## src/hw/txmcw_pkg.sv

```systemverilog
package txmcw_pkg;
  // Control word bit positions
  localparam int unsigned BIT_INDEX_ZERO_IRQ = 15;
  localparam int unsigned BIT_ACCESSED_IRQ = 14;
  localparam int unsigned BIT_BROADCAST_IRQ = 13;
  localparam int unsigned BIT_FORCE_BUSY = 12;
  localparam int unsigned BIT_BLOCK_ACCESSED = 11;
  localparam int unsigned BIT_BUFFER_SELECT = 10;
  localparam int unsigned BIT_BROADCAST_RECEIVED = 9;
  localparam int unsigned BIT_PINGPONG_ACK = 8;
  localparam int unsigned BIT_PAUSE_REQUEST = 3;
  localparam int unsigned BIT_PINGPONG_ENABLE = 2;
  // Reset value and write masks
  localparam logic [15:0] CONTROL_WORD_RESET = 16'h0000;
  localparam logic [15:0] HOST_ANYTIME_MASK = 16'hF008;
  localparam logic [15:0] HOST_IDLE_MASK = 16'h0004;
  localparam logic [15:0] DEVICE_STATUS_MASK = 16'h0F00;
  localparam logic [15:0] SOFT_RESET_CLEAR_MASK = 16'h0E00;
  // Command decode values
  localparam logic [4:0] SUBADDR_MODE_LOW = 5'h00;
  localparam logic [4:0] SUBADDR_MODE_HIGH = 5'h1F;
  localparam logic [4:0] BROADCAST_ADDRESS = 5'h1F;
  localparam logic [4:0] MODE_RESET_TERMINAL = 5'h08;
  localparam logic [4:0] MODE_DATA_FIRST = 5'h10;
endpackage
```

## src/hw/txmcw_if.sv

```systemverilog
`timescale 1ns/100ps
interface txmcw_if
  import txmcw_pkg::*;
(
  input wire logic clock,
  input wire logic reset_n
);
  // Host access to the word
  logic host_write;
  logic host_read;
  logic [15:0] host_wdata;
  logic [15:0] host_rdata;
  // Configuration
  logic terminal_execute_flag;
  logic software_reset_cmd;
  modport device (
    input clock, reset_n, host_write, host_read, host_wdata,
    input terminal_execute_flag, software_reset_cmd,
    output host_rdata
  );
  modport host (
    input clock, reset_n, host_rdata,
    output host_write, host_read, host_wdata,
    output terminal_execute_flag, software_reset_cmd
  );
endinterface

```

## src/hw/txmcw_decode.sv

```systemverilog
`timescale 1ns/100ps
module txmcw_decode
  import txmcw_pkg::*;
(
  // Command fields
  input wire logic cmd_transmit,
  input wire logic [4:0] cmd_subaddr,
  input wire logic [4:0] cmd_rt_address,
  input wire logic [4:0] cmd_mode_code,
  input wire logic broadcast_invalid_flag,
  // Decode results
  output logic uses_word,
  output logic is_broadcast,
  output logic is_valid,
  output logic is_reset_terminal,
  output logic has_data_word
);
  always_comb
  begin
    uses_word = cmd_transmit &&
      (cmd_subaddr == SUBADDR_MODE_LOW || cmd_subaddr == SUBADDR_MODE_HIGH);
    is_broadcast = cmd_rt_address == BROADCAST_ADDRESS;
    is_valid = !(is_broadcast && broadcast_invalid_flag);
    is_reset_terminal = cmd_mode_code == MODE_RESET_TERMINAL;
    has_data_word = cmd_mode_code >= MODE_DATA_FIRST;
  end
endmodule

```

## src/hw/txmcw_device.sv

```systemverilog
`timescale 1ns/100ps
// Function
// - Word serves transmit mode commands, subaddress 0/31
// - Bits 8-11 device-owned, updated while executing
// - Host writes bit 2 only when idle
// - Master reset clears whole word
// - Software reset clears bits 9, 10, 11
// - Host read clears block accessed flag
// - Index one-to-zero raises enabled message interrupt
// - Valid error-free command using the word raises enabled accessed interrupt
// - Valid error-free broadcast raises enabled broadcast interrupt
// - Broadcast invalid flag disables broadcast handling
// - Force busy: busy reply, no data, no toggle
// - Reset terminal mode code ignores force busy
// - Completion sets block accessed flag
// - Buffer select picks pointer A or B
// - Toggle select only after error-free messages
// - First message after reset uses buffer A
// - Indexed mode pointer still follows buffer select
// - Valid broadcast transmit sets broadcast received
// - Ping-pong ack set while ping-pong active
// - Pause request handshake via ping-pong ack
// - Host services buffer only while ack low
// - Unacknowledged ping-pong uses select, no toggle
// - Host sets bit 2 for ping-pong
module txmcw_device
  import txmcw_pkg::*;
#(
  parameter int unsigned INDEX_WIDTH = 8
)
(
  // Host side
  txmcw_if.device bus,
  // Global settings
  input wire logic broadcast_invalid_flag,
  input wire logic index_zero_irq_global,
  input wire logic accessed_irq_global,
  input wire logic broadcast_irq_global,
  // Command from protocol engine
  input wire logic cmd_start,
  input wire logic cmd_transmit,
  input wire logic [4:0] cmd_subaddr,
  input wire logic [4:0] cmd_rt_address,
  input wire logic [4:0] cmd_mode_code,
  input wire logic cmd_done,
  input wire logic cmd_error,
  input wire logic [INDEX_WIDTH-1:0] message_index_count,
  // Command response
  output logic busy_reply,
  output logic send_data_word,
  output logic use_pointer_b,
  output logic pingpong_in_use,
  // Interrupt events
  output logic message_irq_output,
  output logic index_zero_event,
  output logic accessed_event,
  output logic broadcast_event
);
  // ----------------------------------------
  // State
  // ----------------------------------------
  typedef struct packed {
    logic [15:0] word;
    logic active;
    logic broadcast;
    logic busy;
    logic pingpong;
    logic [15:0] rdata;
    logic irq;
    logic ev_index;
    logic ev_access;
    logic ev_broadcast_received_flag;
  } txmcw_state_t;

  txmcw_state_t state_ff;
  txmcw_state_t nxt_state;

  logic uses_word;
  logic is_broadcast;
  logic is_valid;
  logic is_reset_terminal;
  logic has_data_word;

  txmcw_decode txmcw_decode_i (
    .cmd_transmit(cmd_transmit),
    .cmd_subaddr(cmd_subaddr),
    .cmd_rt_address(cmd_rt_address),
    .cmd_mode_code(cmd_mode_code),
    .broadcast_invalid_flag(broadcast_invalid_flag),
    .uses_word(uses_word),
    .is_broadcast(is_broadcast),
    .is_valid(is_valid),
    .is_reset_terminal(is_reset_terminal),
    .has_data_word(has_data_word)
  );

  // ----------------------------------------
  // Next state
  // ----------------------------------------
  always_comb
  begin
    logic [15:0] host_mask;
    logic run;
    logic busy_now;
    logic ok_done;
    host_mask = 16'h0000;
    run = 1'b0;
    busy_now = 1'b0;
    ok_done = 1'b0;
    nxt_state = state_ff;
    nxt_state.ev_index = 1'b0;
    nxt_state.ev_access = 1'b0;
    nxt_state.ev_broadcast_received_flag = 1'b0;
    run = bus.terminal_execute_flag;
    // Host write, host bits only
    host_mask = HOST_ANYTIME_MASK;
    if (!run)
    begin
      host_mask = host_mask | HOST_IDLE_MASK;
    end
    if (bus.host_write)
    begin
      nxt_state.word = (state_ff.word & ~host_mask) | (bus.host_wdata & host_mask);
    end
    // Ping-pong handshake
    if (run)
    begin
      nxt_state.word[BIT_PINGPONG_ACK] = state_ff.word[BIT_PINGPONG_ENABLE] &&
        !state_ff.word[BIT_PAUSE_REQUEST];
    end
    // Command start latches response mode
    if (cmd_start && uses_word && is_valid && run)
    begin
      busy_now = state_ff.word[BIT_FORCE_BUSY] && !is_reset_terminal;
      nxt_state.active = 1'b1;
      nxt_state.broadcast = is_broadcast;
      nxt_state.busy = busy_now;
      nxt_state.pingpong = state_ff.word[BIT_PINGPONG_ENABLE] &&
        state_ff.word[BIT_PINGPONG_ACK];
    end
    // Completion updates status bits and interrupt events
    if (state_ff.active && cmd_done)
    begin
      nxt_state.active = 1'b0;
      ok_done = !cmd_error;
      nxt_state.word[BIT_BLOCK_ACCESSED] = 1'b1;
      if (state_ff.broadcast)
      begin
        nxt_state.word[BIT_BROADCAST_RECEIVED] = 1'b1;
      end
      if (state_ff.pingpong && ok_done && !state_ff.busy)
      begin
        nxt_state.word[BIT_BUFFER_SELECT] = !state_ff.word[BIT_BUFFER_SELECT];
      end
      if (ok_done)
      begin
        nxt_state.ev_index = state_ff.word[BIT_INDEX_ZERO_IRQ] && index_zero_irq_global &&
          !state_ff.pingpong && message_index_count == '0;
        nxt_state.ev_access = state_ff.word[BIT_ACCESSED_IRQ] && accessed_irq_global;
        nxt_state.ev_broadcast_received_flag = state_ff.word[BIT_BROADCAST_IRQ] && broadcast_irq_global &&
          state_ff.broadcast;
      end
    end
    // Host read clears accessed flag; completion set wins
    if (bus.host_read && !(state_ff.active && cmd_done))
    begin
      nxt_state.word[BIT_BLOCK_ACCESSED] = 1'b0;
    end
    if (bus.host_read)
    begin
      nxt_state.rdata = state_ff.word;
    end
    // Software reset
    if (bus.software_reset_cmd)
    begin
      nxt_state.word = state_ff.word & ~SOFT_RESET_CLEAR_MASK;
      nxt_state.active = 1'b0;
    end
    nxt_state.irq = nxt_state.ev_index || nxt_state.ev_access || nxt_state.ev_broadcast_received_flag;
  end

  // ----------------------------------------
  // Registers
  // ----------------------------------------
  always_ff @(posedge bus.clock or negedge bus.reset_n)
  begin
    if (!bus.reset_n)
    begin
      state_ff <= '0;
      state_ff.word <= CONTROL_WORD_RESET;
    end
    else
    begin
      state_ff <= nxt_state;
    end
  end

  // ----------------------------------------
  // Outputs
  // ----------------------------------------
  assign bus.host_rdata = state_ff.rdata;
  assign busy_reply = state_ff.active && state_ff.busy;
  assign send_data_word = state_ff.active && !state_ff.busy && has_data_word;
  assign use_pointer_b = state_ff.word[BIT_BUFFER_SELECT];
  assign pingpong_in_use = state_ff.active && state_ff.pingpong;
  assign message_irq_output = state_ff.irq;
  assign index_zero_event = state_ff.ev_index;
  assign accessed_event = state_ff.ev_access;
  assign broadcast_event = state_ff.ev_broadcast_received_flag;
endmodule

```

## src/flat_wrapper.sv

```systemverilog
// flat-port wrapper written by rule: the top's interface ports become plain ports
module txmcw_device_flat import txmcw_pkg::*;
#(
  parameter int unsigned INDEX_WIDTH = 8
)
  (broadcast_invalid_flag, index_zero_irq_global, accessed_irq_global, broadcast_irq_global, cmd_start, cmd_transmit, cmd_subaddr, cmd_rt_address, cmd_mode_code, cmd_done, cmd_error, message_index_count, busy_reply, send_data_word, use_pointer_b, pingpong_in_use, message_irq_output, index_zero_event, accessed_event, broadcast_event, clock, reset_n, bus_host_write, bus_host_read, bus_host_wdata, bus_terminal_execute_flag, bus_software_reset_cmd, bus_host_rdata);
  txmcw_if bus_i (.clock(clock), .reset_n(reset_n));
  input wire logic broadcast_invalid_flag;
  input wire logic index_zero_irq_global;
  input wire logic accessed_irq_global;
  input wire logic broadcast_irq_global;
  input wire logic cmd_start;
  input wire logic cmd_transmit;
  input wire logic [4:0] cmd_subaddr;
  input wire logic [4:0] cmd_rt_address;
  input wire logic [4:0] cmd_mode_code;
  input wire logic cmd_done;
  input wire logic cmd_error;
  input wire logic [INDEX_WIDTH-1:0] message_index_count;
  output logic busy_reply;
  output logic send_data_word;
  output logic use_pointer_b;
  output logic pingpong_in_use;
  output logic message_irq_output;
  output logic index_zero_event;
  output logic accessed_event;
  output logic broadcast_event;
  input wire logic clock;
  input wire logic reset_n;
  input wire logic [$bits(bus_i.host_write)-1:0] bus_host_write;
  input wire logic [$bits(bus_i.host_read)-1:0] bus_host_read;
  input wire logic [$bits(bus_i.host_wdata)-1:0] bus_host_wdata;
  input wire logic [$bits(bus_i.terminal_execute_flag)-1:0] bus_terminal_execute_flag;
  input wire logic [$bits(bus_i.software_reset_cmd)-1:0] bus_software_reset_cmd;
  output wire logic [$bits(bus_i.host_rdata)-1:0] bus_host_rdata;
  assign bus_i.host_write = bus_host_write;
  assign bus_i.host_read = bus_host_read;
  assign bus_i.host_wdata = bus_host_wdata;
  assign bus_i.terminal_execute_flag = bus_terminal_execute_flag;
  assign bus_i.software_reset_cmd = bus_software_reset_cmd;
  assign bus_host_rdata = bus_i.host_rdata;
  txmcw_device #(.INDEX_WIDTH(INDEX_WIDTH)) u_core (.bus(bus_i), .broadcast_invalid_flag(broadcast_invalid_flag), .index_zero_irq_global(index_zero_irq_global), .accessed_irq_global(accessed_irq_global), .broadcast_irq_global(broadcast_irq_global), .cmd_start(cmd_start), .cmd_transmit(cmd_transmit), .cmd_subaddr(cmd_subaddr), .cmd_rt_address(cmd_rt_address), .cmd_mode_code(cmd_mode_code), .cmd_done(cmd_done), .cmd_error(cmd_error), .message_index_count(message_index_count), .busy_reply(busy_reply), .send_data_word(send_data_word), .use_pointer_b(use_pointer_b), .pingpong_in_use(pingpong_in_use), .message_irq_output(message_irq_output), .index_zero_event(index_zero_event), .accessed_event(accessed_event), .broadcast_event(broadcast_event));
endmodule
```

## config.mk

```make
export PLATFORM = sky130hd
export DESIGN_NAME = txmcw_device_flat
export DESIGN_NICKNAME = d
export VERILOG_FILES = /design/src/hw/txmcw_pkg.sv /design/src/hw/txmcw_if.sv /design/src/hw/txmcw_decode.sv /design/src/hw/txmcw_device.sv /design/src/flat_wrapper.sv
export SDC_FILE = /design/constraint.sdc
export NUM_CORES = 1
export LEC_CHECK = 0
export BUFFER_PORTS_ARGS = -buffer_cell sky130_fd_sc_hd__buf_2
export CAP_MARGIN = 5
export CORE_MARGIN = 1.5
export CORE_UTILIZATION = 43
export CTS_CLUSTER_DIAMETER = 50
export CTS_CLUSTER_SIZE = 14
export DETAILED_ROUTE_END_ITERATION = 16
export GPL_ROUTABILITY_DRIVEN = 0
export PLACE_DENSITY = 0.78
export SYNTH_ARGS = -nofsm -noshare
export SYNTH_HDL_FRONTEND = slang
export SYNTH_SLANG_ARGS = --single-unit
```

## constraint.sdc

```tcl
create_clock -name clock -period 1.74 [get_ports clock]
set_clock_uncertainty 0.15 [all_clocks]
set_input_delay 0.261 -clock clock [delete_from_list [all_inputs] [get_ports clock]]
set_output_delay 0.261 -clock clock [all_outputs]
set_load 0.1 [all_outputs]
```

* Yosys cells after proc, flatten, opt, wreduce, memory -nomap -nowiden *
Index checks and enable logic that the tools add are counted.

operators by class
  bitwise operators = 5
  equal/unequal tests = 3
  reductions and logical operators = 40
  mux-type cells = 12
  order comparisons = 1

operator list
  operator              number
  $and A16 B16 Y16      2
  $logic_and A1 B1 Y1   22
  $not A16 Y16          1
  $or A16 B16 Y16       1
  $mux W13              1
  $mux W12              1
  $mux W3               4
  $eq A5 B5 Y1 const B  2
  $logic_not A1 Y1      8
  $logic_not A8 Y1      1
  $eq A5 B4 Y1 const B  1
  $ge A5 B5 Y1 const B  1
  $logic_not A5 Y1      1
  $mux W1               5
  $mux W4               1
  $reduce_and A2 Y1     2
  $reduce_bool A4 Y1    1
  $logic_or A1 B1 Y1    3
  $reduce_bool A3 Y1    1
  $reduce_bool A2 Y1    1
  $not A1 Y1            1

storage, ports and cells
  register bits after elaboration = 40

* Logic depth before layout (Yosys ltp) *
Gate-level depths: netlist of run 1.

  word-level depth = 9
  gate-level depth with buffers = 4

* By module *
A second synthesis of run 1 with hierarchy kept.

second synthesis, totals
  cell total of the unflattened synthesis = 112
  area, all modules = 1315.0 um^2

modules (own cells, without submodules)
  module        cells each  times used  area each (um^2)
  txmcw_device  99          1           1246.2
  txmcw_decode  13          1           68.8

* Least setup slack after synthesis of run 1 *
OpenSTA, ideal clock, no wires.

  kind = register -> output
  from = register u_core.state_ff[21] (netlist bit)
  to = output send_data_word
  setup slack = 0.125 ns
  buffers on the path = 0
  data required time = 1.329 ns
  cell stages (with the launch flop) = 3
  arrival = 1.204 ns
  cell sequence = dfrtp_1 -> inv_1 -> and3_1

between the ends
  word-level cells in the longest chain between the ends = 3

ends and longest elaborated chain
  what                              line                 RTL
  start: declaration                txmcw_device.sv:75   txmcw_state_t state_ff;
  start signal: assignment          txmcw_device.sv:194  state_ff <= nxt_state;
  $logic_not A1 Y1                  txmcw_device.sv:203  assign send_data_word = state_ff.active && !state_ff.busy && has_data_word;
  $logic_and A1 B1 Y1 (2 in a row)  txmcw_device.sv:203
  end: declaration                  flat_wrapper.sv:21   output logic send_data_word;

No other way between the ends.

* Worst setup path after layout of run 1 *
  from = register u_core.state_ff[23] (netlist bit)
  to = output pingpong_in_use

between the ends
  word-level cells in the longest chain between the ends = 1

ends and longest elaborated chain
  what                 line                 RTL
  $logic_and A1 B1 Y1  txmcw_device.sv:205  assign pingpong_in_use = state_ff.active && state_ff.pingpong;
  end: declaration     flat_wrapper.sv:23   output logic pingpong_in_use;

No other way between the ends.

==> results_dict.tcl, run 1 <==
set metrics [dict create \
    synth-seq-cells 28 \
    start_kind "flip-flop" \
    ctsLongestPathBuffers 2 \
    cts.sinks 28 \
    synthDistinctLibCells 34 \
    core_um2 3000 \
    grt_max_degree 29 \
    yosys_warnings 0 \
    initial_core_util_pct 44.4 \
    cts_root_buffer "clkbuf_4" \
    worst_hold_path_type "in -> reg" \
    maxCapViolations 0 \
    antenna_found_initial 0 \
    path_class "reg -> out" \
    ioPinCount 77 \
    place.port_buffers 60 \
    drtAntennaViolNets 0 \
    drc 0 \
    tightest_slew_ns 0.597 \
    clk_pin_slew_ns 0.14 \
    wl_per_cell_um 13.3 \
    finalSetupViolations 0 \
    slew_violations 0 \
    drt_iter0_drc 14 \
    timing.fmax_ghz 0.614 \
    grt_pass1_vias 1018 \
    grt_pass1_wl_um 4310 \
    cts_tree "built" \
    rsz0062_at_grt "false" \
    status "completed" \
    timing.final.crit_share_pct 93.5 \
    final_area_um2 1720 \
    crit_fanout 8 \
    dp_hpwl_um 2130 \
    arrival_ns 1.22 \
    drive_gt1_share_pct 47.9 \
    final_cell_mix "buf_2 (57), dfrtp_1 (27), mux2_2 (10)" \
    syn_inst 108 \
    period_minus_slack_ns 1.63 \
    die_h_um 58.7 \
    endpoint_kind "primary output" \
    grt_overflow 0 \
    post_cts_buffers 0 \
    syn-cell-area_um2 1330 \
    fillers 263 \
    dr.pass1.iters 4 \
    areaGrowthSynthToFinish_pct 28.6 \
    num_vias 1007 \
    htreeDepth 1 \
    antenna_cells 0 \
    r2r_slack_ns 0.21 \
    p_leak_nw 0.887 \
    hold_violations 0 \
    die_w_um 58.7 \
    drt_wl_total_um 2660 \
    finalSetupTns_ns 0 \
    nets 221 \
    grt_usage_pct 16.7 \
    place_area_um2 1590 \
    crit_required_ns 1.33 \
    ys_seq_area_share_pct 52.5 \
    layout_commonest_cell "buf_2" \
    powerDensity_nw_per_um2 991 \
    postSynthAreaPerCell_um2 12.3 \
    std_cell_rows 20 \
    insertion_delay_ns 0.32 \
    peakVddDrop_uv 440 \
    dieArea_um2 3450 \
    vias_per_cell 5.04 \
    relSlewSlack_pct 60.2 \
    cts_buffers 3 \
]
## routing by layer
layer / part of all wire (%) / wire [um] / GRT usage (%)
met5: 0 / 0 / 0
met4: 1.4 / 38 / 6.17
met3: 5.9 / 158 / 3.74
met2: 54 / 1430 / 30.7
met1: 39 / 1030 / 19.0
## registers in the layout, summed over array words and instances (netlist names), named ones only
name,cells
u_core.broadcast_event,1
u_core.accessed_event,1
u_core.message_irq_output,1
u_core.state_ff,12
u_core.use_pointer_b,1
u_core.bus.host_rdata,10
u_core.index_zero_event,1
## synthesized netlist by cell type, drive strengths merged
cell type | number | area share, %
dfrtp | 28 | 53
buf | 18 | 9.8
mux2 | 15 | 13
inv | 4 | 1.1
nor2 | 4 | 1.1
and4 | 3 | 2.0
mux2i | 3 | 2.5
nand2 | 3 | 0.84
nand3 | 3 | 1.5
a21oi | 2 | 0.75
and2 | 2 | 0.94
and3 | 2 | 0.94
nor3 | 2 | 0.75
nor4b | 2 | 1.3
o21ai | 2 | 0.75
a211oi | 1 | 1.5
a21o | 1 | 0.56
a31o | 1 | 0.66
a31oi | 1 | 0.47
and3b | 1 | 0.66
conb | 1 | 0.28
nand2b | 1 | 0.47
nor2b | 1 | 0.47
nor3b | 1 | 0.56
nor4 | 1 | 1.6
o32a | 1 | 0.75
o41ai | 1 | 0.66
or3 | 1 | 0.47
or4b | 1 | 0.75
xor2 | 1 | 0.66
## per-stage QoR
stage | setup WS (ns) | utilization (%) | std cells | total power [mW] | hold WS, ns
2_1_floorplan | 0.125 | - | 113 | 1.22 | -0.185
3_3_place_gp | 0.244 | 52.8 | 189 | 1.28 | 0.141
3_5_place_dp | 0.195 | 52.8 | 189 | 1.29 | 0.154
4_1_cts | 0.0350 | 56.8 | 199 | 1.72 | 0.00245
5_1_grt | 0.0516 | 57.1 | 200 | 1.78 | 0.0225
6_report | 0.112 | 57.1 | 200 | 1.70 | 0.0377
## final timing paths
kind	start	to	depth (start not counted)
max in group asynchronous	reset_n	u_core.state_ff[23]	2
setup / recovery	u_core.state_ff[23]	pingpong_in_use	2
hold reg to reg	u_core.state_ff[27]	u_core.state_ff[32]	1
setup reg to reg	u_core.state_ff[23]	u_core.message_irq_output	3
min in group asynchronous	reset_n	u_core.state_ff[35]	2
hold / removal	bus_software_reset_cmd	u_core.state_ff[35]	2
## worst max-delay path, cell delays in order, from the launching register on
cell	delay (ns)
dfrtp_2	0.45
and2_1	0.15
buf_4	0.29
## logic make-up after synthesis
group / Yosys count / share of synthesized area, %
flip-flops: 28 / 52.5
AND/OR/NAND/NOR: 28 / 14.4
buffers and inverters: 22 / 10.9
multiplexers: 18 / 15.2
AO/OA/AOI/OAI: 10 / 6.10
XOR/XNOR: 1 / 0.657
other: 1 / 0.281
## where the power goes
part           leakage [nW]  switching [mW]  internal (mW)  total [mW]
registers             0.354          0.0461          0.721       0.768
logic                 0.505           0.394          0.127       0.521
clock network        0.0279           0.178          0.233       0.411
## cell type report
cell class / instances / area (um^2) / area share, %
clock buffers: 3 / 22.5 / 1.31
flip-flops and latches: 28 / 702 / 40.9
repair buffers: 68 / 398 / 23.2
clock inverters: 1 / 30.0 / 1.75
inverters: 4 / 15.0 / 0.875
multi-input cells: 63 / 507 / 29.5
well taps: 33 / 41.3 / 2.41
## what timing repair did
item                                    in CTS  in global routing
gates resized for setup                      2                  1
hold buffers                                 6                  1
endpoints found under the setup margin       2                  2
endpoints found under the hold margin       33                  1
(Power assumes the default switching activity.)
==> run 2: changes to the inputs <==
Settings changed: GPL_TIMING_DRIVEN set to 0.
==> run 2 against run 1 <==
Effect of this change: worst hold slack got worse by 0.0045 ns; sequential share of layout area shrank 2.5 points; design area is 6.3% higher; largest power group unchanged; global-route usage grew 0.40 points; non-clock buffer count rose by 17; clock power grew 1%; via count up 2.2%; maximum frequency shrank 2.8%.
==> results_dict.tcl, run 2 (synthesis gave the netlist of run 1 again) <==
set metrics [dict create \
    multiInputGateArea_um2 507 \
    num_vias 1029 \
    hold_violations 0 \
    period_minus_slack_ns 1.67 \
    r2r_start "u_core.state_ff[23]" \
    place.port_buffers 60 \
    tightest_slew_ns 0.589 \
    min_to "u_core.accessed_event" \
    cts_root_buffer "clkbuf_4" \
    core_um2 3000 \
    cts_buffers 3 \
    netSwitchingPower_mw 0.634 \
    finalSetupViolations 0 \
    maxCapViolations 0 \
    r2r_slack_ns 0.21 \
    r2r_end "u_core.message_irq_output" \
    timing.fmax_ghz 0.597 \
    nets 238 \
    relSlewSlack_pct 60.8 \
    initial_core_util_pct 44.4 \
    regMostFlops "u_core.state_ff" \
    rsz0062_at_grt "false" \
    ioPinCount 77 \
    drc 0 \
    dp_hpwl_um 2100 \
    worst_hold_path_type "in -> reg" \
    status "completed" \
    seq_power_share_pct 43.6 \
    drtAntennaViolNets 0 \
    drive_gt1_share_pct 52.2 \
    std_cell_rows 20 \
    drt_iter0_drc 28 \
    ctsLongestPathBuffers 2 \
    insertion_delay_ns 0.32 \
    cts.sinks 28 \
    dieArea_um2 3450 \
    r2r_cells 3 \
    start_kind "flip-flop" \
    fillers 242 \
    htreeDepth 1 \
    endpoint_kind "primary output" \
    seqCellArea_um2 701 \
    clock_power_share_pct 23.6 \
    grt_max_degree 29 \
    min-delay-start "accessed_irq_global" \
    slew_violations 0 \
    antenna_cells 0 \
    vias_per_cell 4.74 \
    arrival_ns 1.26 \
    grt_pass1_wl_um 4400 \
    largest_reg_flops 12 \
    areaGrowthSynthToFinish_pct 36.8 \
    wl_per_cell_um 12.6 \
    total_power_mw 1.76 \
    crit_required_ns 1.33 \
    cts_tree "built" \
    peakVddDrop_uv 386 \
    swShare_pct 36.0 \
    grt_pass1_vias 1028 \
    path_class "reg -> out" \
    timing.final.crit_share_pct 96.2 \
    powerDensity_nw_per_um2 966 \
    antenna_found_initial 0 \
    final_cell_mix "buf_2 (59), dfrtp_1 (28), buf_4 (19)" \
    clk_pin_slew_ns 0.15 \
    p_comb_share_pct 32.8 \
    die_w_um 58.7 \
    grt_usage_pct 17.1 \
    grt_overflow 0 \
    drt_wl_total_um 2740 \
    post_cts_buffers 0 \
    crit_fanout 3 \
    finalSetupTns_ns 0 \
    holdPathStages 2 \
    die_h_um 58.7 \
    layout_commonest_cell "buf_2" \
    dr.pass1.iters 4 \
    p_int_mw 1.13 \
    p_leak_nw 0.973 \
]
[run 2: cell count changes in the layout (fill, tap and decap cells not counted)]
| cell | delta |
|---|---|
| dfrtp_2 | -1 |
| buf_2 | +2 |
| dfrtp_1 | +1 |
| buf_12 | -1 |
| buf_4 | +16 |
[run 2: what timing repair did]
item | CTS | global route
endpoints found under the hold margin | 33 | 1
hold buffers | 6 | 1
setup endpoints to repair | 3 | 0
resized for setup | 3 | 0
[run 2: metrics by stage]
stage                     area, um^2  hold WS [ns]  instances  worst slack [ns]  utilization, %
after floorplan                 1350        -0.185        113             0.125               -
after global placement          1690         0.142        206             0.243            56.4
after detailed placement        1690         0.149        206             0.206            56.4
after CTS                       1810       0.00422        216            0.0435            60.4
after global routing            1820        0.0336        217           0.00487            60.8
final                           1820        0.0332        217            0.0662            60.8
[run 2: worst max-delay path by stage]
stage / from / end
finish: u_core.state_ff[21] / send_data_word
global route: u_core.state_ff[23] / send_data_word
CTS: u_core.state_ff[21] / send_data_word
detailed placement: cmd_subaddr[0] / u_core.state_ff[20]
global placement: u_core.state_ff[23] / u_core.message_irq_output
floorplan: u_core.state_ff[21] / send_data_word
[run 2: power by group through the flow]
stage / clock, mW / sequential [mW] / combinational [mW]
after global routing: 0.444 / 0.779 / 0.608
after detailed placement: 0 / 0.782 / 0.568
final: 0.415 / 0.769 / 0.578
after global placement: 0 / 0.778 / 0.560
after CTS: 0.425 / 0.769 / 0.581
after floorplan: 0 / 0.764 / 0.458
[run 2: per-layer routing]
| metal | global-route usage, % | up-vias | wire length (um) | share of wire (%) |
|---|---|---|---|---|
| li1 | - | 510 | - | - |
| met1 | 17.3 | 476 | 1010 | 37 |
| met2 | 34.0 | 41 | 1510 | 55 |
| met3 | 2.86 | 2 | 197 | 7.2 |
| met4 | 7.14 | 0 | 19 | 0.69 |
| met5 | 0 | - | 0 | 0 |
[run 2: critical path, stage by stage, from the launching register on]
cell     delay, ns
dfrtp_1       0.40
inv_1         0.11
and3_1        0.16
buf_4         0.28
[run 2: area by class of cell]
cell class              count  area share (%)
inverters                   4           0.823
multi-input cells          63            27.8
well taps                  33            2.26
plain buffers              18            7.13
repair buffers             67            20.7
flip-flops and latches     28            38.4
clock inverters             1            1.65
clock buffers               3            1.23
==> run 3: changes to the inputs <==
Settings changed: CORE_MARGIN 1.5 to 4.
==> run 3 against run 2 <==
Effect of this change: final cell count fell by 1.8%; critical path depth is the same; critical endpoint unchanged; maximum frequency is 2.3% higher; sequential power about the same; clock power decreased by 27%; design area shrank 1.9%; non-clock buffer count down 2; flip-flop and latch count stayed put; highest routed layer is now met3; sequential share of layout area increased by 0.79 points; global-route usage down 3.0 points; worst hold slack got worse by 0.011 ns; critical path type unchanged.
==> results_dict.tcl, run 3 (synthesis gave the netlist of run 1 again) <==
set metrics [dict create \
    status "completed" \
    antenna_found_initial 0 \
    timing.final.crit_share_pct 94.0 \
    start_kind "flip-flop" \
    peakVddDrop_uv 536 \
    tightest_slew_ns 0.594 \
    vias_per_cell 4.88 \
    std_cell_rows 19 \
    grt_pass1_wl_um 4640 \
    drt_iter0_drc 39 \
    grt_pass1_vias 1063 \
    arrival_ns 1.22 \
    total_power_mw 1.64 \
    relSlewSlack_pct 60.4 \
    insertion_delay_ns 0.31 \
    areaGrowthSynthToFinish_pct 34.2 \
    timing.fmax_ghz 0.611 \
    num_vias 1040 \
    ioPinCount 77 \
    antenna_cells 0 \
    grt_overflow 0 \
    post_cts_buffers 0 \
    endpoint_kind "primary output" \
    crit_path_start "u_core.state_ff[21]" \
    regMostFlops "u_core.state_ff" \
    layout_commonest_cell "buf_2" \
    drc 0 \
    core_um2 2850 \
    rsz0062_at_grt "false" \
    die_w_um 63.7 \
    r2r_end "u_core.message_irq_output" \
    crit_fanout 3 \
    cts_tree "built" \
    htreeDepth 1 \
    grt_max_degree 29 \
    die_h_um 63.7 \
    cts_root_buffer "clkbuf_4" \
    clk_pin_slew_ns 0.13 \
    powerDensity_nw_per_um2 919 \
    place.port_buffers 60 \
    ctsLongestPathBuffers 2 \
    worst_hold_path_type "in -> reg" \
    drt_wl_total_um 2870 \
    cts.sinks 28 \
    finalSetupViolations 0 \
    r2r_start "u_core.state_ff[23]" \
    grt_usage_pct 14.2 \
    dr.pass1.iters 4 \
    p_leak_nw 0.957 \
    endpoint "send_data_word" \
    largest_reg_flops 12 \
    drive_gt1_share_pct 53.3 \
    path_class "reg -> out" \
    finalSetupTns_ns 0 \
    r2r_cells 3 \
    dieArea_um2 4060 \
    fillers 234 \
    drtAntennaViolNets 0 \
    wl_per_cell_um 13.5 \
    hold_violations 0 \
    initial_core_util_pct 46.8 \
    maxCapViolations 0 \
    final_cell_mix "buf_2 (59), dfrtp_1 (27), buf_4 (18)" \
    r2r_slack_ns 0.26 \
    period_minus_slack_ns 1.64 \
    nets 236 \
    cts_buffers 3 \
    min-delay-start "bus_host_wdata[12]" \
    dp_hpwl_um 2360 \
    slew_violations 0 \
    crit_required_ns 1.33 \
]
[run 3: cell count changes in the layout (fill, tap and decap cells not counted), sizes merged]
cell,change
bufinv,-1
clkbuf,+1
dlygate4sd3,-2
[run 3: final cells by class]
| type | count | area (um^2) | area share, % |
|---|---|---|---|
| plain buffers | 18 | 130 | 7.27 |
| clock buffers | 4 | 36.3 | 2.03 |
| inverters | 4 | 15.0 | 0.839 |
| multi-input cells | 63 | 507 | 28.3 |
| flip-flops and latches | 28 | 702 | 39.2 |
| well taps | 31 | 38.8 | 2.17 |
| repair buffers | 65 | 362 | 20.2 |
[run 3: critical path, cell delays in order, from the launching register on]
cell	delay (ns)
dfrtp_1	0.40
inv_1	0.10
and3_1	0.18
buf_6	0.23
[run 3: what timing repair did]
action / CTS / global route
hold buffers: 5 / 0
endpoints found under the hold margin: 32 / 0
resized for setup: 3 / 2
setup endpoints to repair: 3 / 2
[run 3: layer usage]
metal / GRT usage (%) / share of wire [%]
met1: 16.3 / 38
met2: 26.7 / 55
met3: 2.66 / 7.1
met4: 3.23 / 0
met5: 0 / 0
[run 3: where the power goes]
| part | switching, mW | total, mW | internal [mW] | leakage (nW) |
|---|---|---|---|---|
| registers | 0.0468 | 0.768 | 0.721 | 0.354 |
| logic | 0.405 | 0.576 | 0.171 | 0.582 |
| clock network | 0.173 | 0.301 | 0.128 | 0.0210 |
[run 3: how the worst min path moves through the flow]
stage | endpoint | slack [ns] | depth (start not counted)
2_1_floorplan | async pin | -0.18 | 0
6_report | u_core.state_ff[36] | 0.02 | 2
5_1_grt | u_core.state_ff[36] | 0.006 | 2
4_1_cts | u_core.state_ff[36] | 0.02 | 2
3_3_place_gp | u_core.bus.host_rdata[11] | 0.14 | 1
3_5_place_dp | u_core.state_ff[35] | 0.16 | 1
[run 3: stage by stage]
stage               utilization [%]  hold WS, ns  setup slack [ns]  cells  cell area, um^2
floorplan                         -       -0.185             0.125    113             1350
global placement               59.3        0.141             0.257    204             1690
detailed placement             59.3        0.157             0.214    204             1690
CTS                            62.6       0.0159            0.0435    213             1790
global route                   62.8      0.00567            0.0398    213             1790
finish                         62.8       0.0217             0.104    213             1790
